## src/pss_pkg.sv

```systemverilog
package pss_pkg;

  // ----------------------------------------
  // register map (printed offsets are not word aligned: kept as indices)
  // ----------------------------------------
  localparam logic [7:0] PSS_IDX_POINTER_SELECT = 8'h86;
  localparam logic [7:0] PSS_IDX_STROBE_TIMING = 8'h8E;
  localparam logic [7:0] PSS_IDX_FIRST_PTR = 8'hA0;
  localparam logic [7:0] PSS_IDX_SECOND_PTR = 8'hA1;
  localparam logic [7:0] PSS_IDX_CORE_CMD = 8'hA2;
  localparam logic [7:0] PSS_IDX_CORE_STATUS = 8'hA3;

  // ----------------------------------------
  // field positions
  // ----------------------------------------
  localparam int PSS_SEL_BIT = 0;
  localparam int PSS_FLIP_BIT = 5;
  localparam int PSS_DIR0_BIT = 6;
  localparam int PSS_DIR1_BIT = 7;
  localparam int PSS_STRETCH_LSB = 0;
  localparam int PSS_STRETCH_MSB = 2;
  localparam int PSS_WD_LSB = 6;
  localparam int PSS_WD_MSB = 7;
  localparam int PSS_CMD_OP_LSB = 0;
  localparam int PSS_CMD_OP_MSB = 2;
  localparam int PSS_CMD_DATA_LSB = 8;
  localparam int PSS_CMD_DATA_MSB = 23;

  // ----------------------------------------
  // reset values and limits
  // ----------------------------------------
  localparam logic [7:0] PSS_POINTER_SELECT_RST = 8'h00;
  localparam logic [7:0] PSS_STROBE_TIMING_RST = 8'h07;
  localparam logic [15:0] PSS_PTR_RST = 16'h0000;
  localparam logic [2:0] PSS_STRETCH_MIN = 3'h2;

  // ----------------------------------------
  // pointer instructions
  // ----------------------------------------
  typedef enum logic [2:0] {
    PSS_OP_NONE = 3'b000,
    PSS_OP_XSTORE = 3'b001,
    PSS_OP_XLOAD = 3'b010,
    PSS_OP_TABLE_READ = 3'b011,
    PSS_OP_INDEXED_JUMP = 3'b100,
    PSS_OP_PTR_INC = 3'b101,
    PSS_OP_PTR_LOAD = 3'b110
  } pss_op_t;

  typedef struct packed {
    pss_op_t op;
    logic [15:0] data;
  } pss_cmd_t;

  typedef struct packed {
    logic rd_n;
    logic wr_n;
    logic [15:0] addr;
  } pss_strobe_t;

endpackage

```

## src/pss_strobe_timer.sv

```systemverilog
`timescale 1ns/1ps
`default_nettype none

module pss_strobe_timer (
  input wire logic pclk,
  input wire logic presetn,
  input wire logic start,
  input wire logic is_read,
  input wire logic [2:0] stretch,
  output logic busy,
  output logic rd_active,
  output logic wr_active
);

  logic [2:0] cnt_reg;
  logic [2:0] cnt_next;
  logic busy_reg;
  logic busy_next;
  logic rd_reg;
  logic rd_next;

  // ----------------------------------------
  // pulse counter
  // ----------------------------------------
  always_comb begin
    cnt_next = cnt_reg;
    busy_next = busy_reg;
    rd_next = rd_reg;
    if (busy_reg) begin
      if (cnt_reg == 3'h0) begin
        busy_next = 1'b0;
      end else begin
        cnt_next = cnt_reg - 3'h1;
      end
    end else if (start) begin
      busy_next = 1'b1;
      rd_next = is_read;
      // width is stretch + 1 clocks, clamped to 3..8
      if (stretch < pss_pkg::PSS_STRETCH_MIN) begin
        cnt_next = pss_pkg::PSS_STRETCH_MIN;
      end else begin
        cnt_next = stretch;
      end
    end
  end

  always_ff @(posedge pclk or negedge presetn) begin
    if (!presetn) begin
      cnt_reg <= 3'h0;
      busy_reg <= 1'b0;
      rd_reg <= 1'b0;
    end else begin
      cnt_reg <= cnt_next;
      busy_reg <= busy_next;
      rd_reg <= rd_next;
    end
  end

  assign busy = busy_reg;
  assign rd_active = busy_reg && rd_reg;
  assign wr_active = busy_reg && !rd_reg;

endmodule

`default_nettype wire

```

## src/pss_top.sv

```systemverilog
// Overview of operation
// - select bit zero picks first pointer
// - auto flip inverts select after pointer instructions
// - stretch field sets strobe pulse width
// - strobes active only during external moves
// - reset loads stretch field with seven
// - pulse width equals stretch plus one
// - pulse width kept between three and eight
// - new stretch applies to next access
`timescale 1ns/1ps
`default_nettype none

module pss_top (
  input wire logic pclk,
  input wire logic presetn,
  input wire logic psel,
  input wire logic penable,
  input wire logic pwrite,
  input wire logic [11:0] paddr,
  input wire logic [31:0] pwdata,
  output logic [31:0] prdata,
  output logic pready,
  output logic pslverr,
  output pss_pkg::pss_strobe_t strobe,
  output logic [15:0] active_data_pointer
);

  logic [7:0] pointer_select_control_reg;
  logic [7:0] pointer_select_control_next;
  logic [7:0] strobe_timing_control_reg;
  logic [7:0] strobe_timing_control_next;
  logic [15:0] first_data_pointer_reg;
  logic [15:0] first_data_pointer_next;
  logic [15:0] second_data_pointer_reg;
  logic [15:0] second_data_pointer_next;
  pss_pkg::pss_strobe_t strobe_reg;
  pss_pkg::pss_strobe_t strobe_next;
  logic [31:0] prdata_reg;
  logic [31:0] prdata_next;
  logic err_next;
  logic err_reg;
  pss_pkg::pss_cmd_t cmd;
  logic wr_acc;
  logic rd_acc;
  logic cmd_go;
  logic sel;
  logic [15:0] cur_ptr;
  logic [15:0] ptr_upd;
  logic xmove;
  logic busy;
  logic rd_active;
  logic wr_active;
  logic [9:0] widx;

  // ----------------------------------------
  // apb decode
  // ----------------------------------------
  assign widx = paddr[11:2];
  assign wr_acc = psel && penable && pwrite;
  assign rd_acc = psel && penable && !pwrite;
  assign cmd.op = pss_pkg::pss_op_t'(pwdata[pss_pkg::PSS_CMD_OP_MSB:pss_pkg::PSS_CMD_OP_LSB]);
  assign cmd.data = pwdata[pss_pkg::PSS_CMD_DATA_MSB:pss_pkg::PSS_CMD_DATA_LSB];
  // a command is held off while a strobe is running
  assign pready = !(psel && penable && pwrite && busy
                    && widx == {2'b00, pss_pkg::PSS_IDX_CORE_CMD});
  assign cmd_go = wr_acc && pready && widx == {2'b00, pss_pkg::PSS_IDX_CORE_CMD}
                  && cmd.op != pss_pkg::PSS_OP_NONE;
  assign xmove = cmd.op == pss_pkg::PSS_OP_XSTORE || cmd.op == pss_pkg::PSS_OP_XLOAD;

  // ----------------------------------------
  // pointer selection
  // ----------------------------------------
  assign sel = pointer_select_control_reg[pss_pkg::PSS_SEL_BIT];
  assign cur_ptr = sel ? second_data_pointer_reg : first_data_pointer_reg;
  assign active_data_pointer = cur_ptr;

  always_comb begin
    ptr_upd = cur_ptr;
    if (cmd.op == pss_pkg::PSS_OP_PTR_INC) begin
      ptr_upd = cur_ptr + 16'h0001;
    end else if (cmd.op == pss_pkg::PSS_OP_PTR_LOAD) begin
      ptr_upd = cmd.data;
    end
  end

  always_comb begin
    pointer_select_control_next = pointer_select_control_reg;
    strobe_timing_control_next = strobe_timing_control_reg;
    first_data_pointer_next = first_data_pointer_reg;
    second_data_pointer_next = second_data_pointer_reg;
    if (wr_acc) begin
      if (widx == {2'b00, pss_pkg::PSS_IDX_POINTER_SELECT}) begin
        pointer_select_control_next = {pwdata[7:5], 4'h0, pwdata[0]};
      end else if (widx == {2'b00, pss_pkg::PSS_IDX_STROBE_TIMING}) begin
        // takes effect at the next access start
        strobe_timing_control_next = {pwdata[7:6], 3'h0, pwdata[2:0]};
      end else if (widx == {2'b00, pss_pkg::PSS_IDX_FIRST_PTR}) begin
        first_data_pointer_next = pwdata[15:0];
      end else if (widx == {2'b00, pss_pkg::PSS_IDX_SECOND_PTR}) begin
        second_data_pointer_next = pwdata[15:0];
      end
    end
    if (cmd_go) begin
      if (sel) begin
        second_data_pointer_next = ptr_upd;
      end else begin
        first_data_pointer_next = ptr_upd;
      end
      if (pointer_select_control_reg[pss_pkg::PSS_FLIP_BIT]) begin
        pointer_select_control_next[pss_pkg::PSS_SEL_BIT] = !sel;
      end
    end
  end

  // ----------------------------------------
  // strobe generation
  // ----------------------------------------
  pss_strobe_timer u_timer (
    .pclk(pclk),
    .presetn(presetn),
    .start(cmd_go && xmove),
    .is_read(cmd.op == pss_pkg::PSS_OP_XLOAD),
    .stretch(strobe_timing_control_reg[pss_pkg::PSS_STRETCH_MSB:pss_pkg::PSS_STRETCH_LSB]),
    .busy(busy),
    .rd_active(rd_active),
    .wr_active(wr_active)
  );

  always_comb begin
    strobe_next = strobe_reg;
    strobe_next.rd_n = !rd_active;
    strobe_next.wr_n = !wr_active;
    if (cmd_go && xmove) begin
      strobe_next.addr = cur_ptr;
    end
  end

  // ----------------------------------------
  // read data
  // ----------------------------------------
  always_comb begin
    prdata_next = prdata_reg;
    err_next = 1'b0;
    if (psel && !penable) begin
      prdata_next = 32'h0000_0000;
      if (widx == {2'b00, pss_pkg::PSS_IDX_POINTER_SELECT}) begin
        prdata_next = {24'h00_0000, pointer_select_control_reg};
      end else if (widx == {2'b00, pss_pkg::PSS_IDX_STROBE_TIMING}) begin
        prdata_next = {24'h00_0000, strobe_timing_control_reg};
      end else if (widx == {2'b00, pss_pkg::PSS_IDX_FIRST_PTR}) begin
        prdata_next = {16'h0000, first_data_pointer_reg};
      end else if (widx == {2'b00, pss_pkg::PSS_IDX_SECOND_PTR}) begin
        prdata_next = {16'h0000, second_data_pointer_reg};
      end else if (widx == {2'b00, pss_pkg::PSS_IDX_CORE_STATUS}) begin
        prdata_next = {29'h0000_0000, wr_active, rd_active, busy};
      end else if (widx == {2'b00, pss_pkg::PSS_IDX_CORE_CMD}) begin
        prdata_next = 32'h0000_0000;
      end else begin
        err_next = 1'b1;
      end
    end else if (psel && penable) begin
      err_next = err_reg;
    end
  end

  assign prdata = rd_acc ? prdata_reg : 32'h0000_0000;
  assign pslverr = psel && penable && err_reg;

  // ----------------------------------------
  // registers
  // ----------------------------------------
  always_ff @(posedge pclk or negedge presetn) begin
    if (!presetn) begin
      pointer_select_control_reg <= pss_pkg::PSS_POINTER_SELECT_RST;
      strobe_timing_control_reg <= pss_pkg::PSS_STROBE_TIMING_RST;
      first_data_pointer_reg <= pss_pkg::PSS_PTR_RST;
      second_data_pointer_reg <= pss_pkg::PSS_PTR_RST;
      strobe_reg <= '{rd_n: 1'b1, wr_n: 1'b1, addr: 16'h0000};
      prdata_reg <= 32'h0000_0000;
      err_reg <= 1'b0;
    end else begin
      pointer_select_control_reg <= pointer_select_control_next;
      strobe_timing_control_reg <= strobe_timing_control_next;
      first_data_pointer_reg <= first_data_pointer_next;
      second_data_pointer_reg <= second_data_pointer_next;
      strobe_reg <= strobe_next;
      prdata_reg <= prdata_next;
      err_reg <= err_next;
    end
  end

  assign strobe = strobe_reg;

endmodule

`default_nettype wire

```

## config.mk

```make
export PLATFORM = sky130hd
export DESIGN_NAME = pss_top
export DESIGN_NICKNAME = d
export VERILOG_FILES = /design/src/pss_pkg.sv /design/src/pss_strobe_timer.sv /design/src/pss_top.sv
export SDC_FILE = /design/constraint.sdc
export NUM_CORES = 1
export LEC_CHECK = 0
export BUFFER_PORTS_ARGS = -buffer_cell sky130_fd_sc_hd__buf_4
export CORE_MARGIN = 10
export CORE_UTILIZATION = 45
export CTS_CLUSTER_SIZE = 24
export DETAILED_ROUTE_END_ITERATION = 10
export PLACE_DENSITY = 0.69
export SYNTH_ARGS = -nofsm -noshare
export SYNTH_HDL_FRONTEND = slang
export SYNTH_SLANG_ARGS = --single-unit
```

## constraint.sdc

```tcl
create_clock -name pclk -period 3.15 [get_ports pclk]
set_clock_uncertainty 0.15 [all_clocks]
set_input_delay 0.315 -clock pclk [delete_from_list [all_inputs] [get_ports pclk]]
set_output_delay 0.315 -clock pclk [all_outputs]
set_load 0.01 [all_outputs]
```

==> results.md <==
- Final Cycle Share: 78.7%
- Top cell type's share of synthesized area: 38.9%
- Status: finished, violations left
- Peak VDD IR: 0.000207 V
- Largest family of logic cells by synthesized area: multiplexers
- CTS sink cnt: 81
- Global-route layer with the greatest usage: met2
- Die H: 124 um
- Remaining antenna violation count: 0
- Final setup vio count: 0
- Clk Latency, worst-skew pair: 0.36 ns
- Largest net degree at the start of global routing: 82
- DR vias: 4,125
- Top FF cell, synth: dfrtp_1
- Final nets: 609
- Final hold violation count: 31
- Slew @ Worst Pin: 1.02 ns
- Synth Area in XOR/XNOR: 0.358%
- Failing checks: hold timing
- First-pass GRT wire length: 22,900 um
- Most frequent cells in the layout: buf_4 (101), dfrtp_1 (76), mux2i_1 (64)
- Final Critical Period: 2.48 ns
- Grt met3 use: 3.95%
- CTS root buf: clkbuf_8
- Max reg flops: 18
- Synth Area in Compound Gates: 13.3%
- Synth Area in Simple Gates: 15.9%
- WHS: -0.0376 ns
- Library cells used by synthesis: 56
- Synth Area in Adders: 0.768%
- Max Transition Viols Final: 0
- Mean Syn Cell Area: 10.3 um2
- RSZ-0062 raised after global routing: false
- DRC: 0
- Iter 0 DRT Violations: 326
- Fmax achieved: 403 MHz
- Finished Layout Cells: 698
- Warnings from Yosys: 0
- Routed len/inst: 20.0 um
- Gr ovfl total: 0
- GR Util met1: 22.1%
- Cts hold-fix bufs: 0
- GRT Total Usage: 17.6%
- Die area: 0.0154 mm2
- TritonCTS clock tree: built
- Worst setup margin: 0.670 ns
- Num CTS Buffers: 9
- Leading area contributor after synthesis: dfrtp_1
- Top cells by area, synth: dfrtp_1 (39%), mux2i_1 (13%), mux2_2 (9.0%), nor2_1 (3.0%), buf_4 (2.8%)
- DR vias/cell: 5.91
- Site row count: 37
- FILL cells: 958
- Fraction of registers with async set/reset: 100%
- Max_cap viols: 0
- Post-synthesis mux area share: 22.1%
- Setup TNS: 0 ns
- Largest fanout on the critical path: 14
- Slew HR: 31.9%
- Post-CTS sizing: 0
- Vias in the first global route: 4,233
- Total wire length: 14,000 um
- EDFF count, synth: 0
- Sequential cell area fraction in the yosys report: 41.6%
- Mapped Cells: 473
- Antenna violations before repair: 0
- First-pass DRT Iterations: 6
- Leak: 3.03 nW
- Synthesis-to-layout area growth: 19.8%
- Max Root-Sink Buffers: 2
- Width of the chip: 124 um
- Endpoint type of the worst setup path: flop
- H-tree level count: 3
- Cells after DPL: 682
- Post-CTS Setup Bufs: 0
- Port-buffer cells: 90
- IO Count: 117
- CP arrival: 2.60 ns
- Design area: 0.00585 mm2
- Synth Cell Area: 0.00489 mm2
- CP Launch Type: flop
- Crit path kind: flop to flop
- Cell Pwr Density: 364 mW/mm2
- Layout cells sized above 1: 30.4%
- Req. time, crit path: 3.27 ns
- Dpl hpwl: 10,400 um
- Tot Pwr: 2.13 mW
- Core box area: 0.0105 mm2
- Antenna cells: 0
- CTS clk-pin slew, worst paths: 0.09 ns
- Fin util: 56.0%
- Gpl congestion: 0.888
- Initial Utilization: 46.7%
- Post-place setup slack: 0.656 ns
- GR met2 Demand/Resource: 29.5%
- Min-delay worst type: primary input to asynchronous set/reset pin
- Placed Instance Area: 0.00563 mm2
- Most common cell after layout, fill and taps aside: buf_4
- Yosys reg bits: 81
-- cell usage after synthesis (all sizes together), types with 2 or more instances --
cell    instances
dfrtp          76
mux2i          64
mux2           39
nor2           39
buf            28
nand2          28
and2           18
nand3          17
clkbuf         15
a221oi         14
o21ai          14
inv            11
a21oi          10
nand3b          7
nand4           7
o211ai          7
and3            6
a222oi          5
a31oi           5
dfstp           5
a311o           4
nor3b           4
a211o           3
a31o            3
ha              3
nand2b          3
nor3            3
o21a            3
o221ai          3
o22ai           3
a211oi          2
a21boi          2
a221o           2
a22oi           2
nand4b          2
nor2b           2
nor4b           2
o31ai           2
-- final timing paths --
check	start	endpoint	slack, ns	cells past startpoint
max	pointer_select_control_reg[0]	second_data_pointer_reg[13]	0.67	6
min	presetn	pointer_select_control_reg[7]	-0.04	1
max reg2reg	pointer_select_control_reg[0]	second_data_pointer_reg[13]	0.67	6
min reg2reg	u_timer.rd_reg	strobe[17]	0.33	1
max in group asynchronous	presetn	prdata_reg[3]	2.20	1
min in group pclk	pwdata[5]	pointer_select_control_reg[5]	0.08	2
-- worst max-delay path, stage by stage, from the launching register on --
cell and delay, ns:
dfrtp_1 0.49, buf_4 0.24, nand4b_1 0.36, a221oi_2 0.57
a311o_1 0.25, o211ai_1 0.14, mux2i_1 0.18
-- cell families (layout without fill, tap and decap cells) --
family | after synthesis | after routing
AOI/OAI and AO/OA | 87 | 87
xor gates and xnor gates | 2 | 2
adders and majority gates | 3 | 3
buffers and inverters | 54 | 128
DFF | 81 | 81
muxes | 103 | 103
other | 1 | 16
and+or+nand+nor | 142 | 142
-- area by class of cell --
| class | count | area (um2) | area share, % |
|---|---|---|---|
| clock buffers | 10 | 138 | 2.35 |
| clock inverters | 6 | 90.1 | 1.54 |
| inverters | 11 | 41.3 | 0.705 |
| multi-input cells | 353 | 2620 | 44.8 |
| flip-flops and latches | 81 | 2030 | 34.7 |
| well taps | 136 | 170 | 2.91 |
| repair buffers | 101 | 758 | 13.0 |
-- report_power, final --
part / leakage [nW] / switching, mW / internal (mW) / total, mW
Clock: 0.113 / 0.397 / 0.471 / 0.868
Combinational: 1.83 / 0.114 / 0.0781 / 0.193
Sequential: 1.09 / 0.0106 / 1.06 / 1.07
Total: 3.03 / 0.522 / 1.61 / 2.13
-- routing by layer --
layer	vias to the layer above	wire, um
met5	-	0
met4	0	194
met3	16	1020
met2	162	6790
met1	2047	5980
li1	1900	-
No activity file was read; power rests on OpenSTA's default activity.
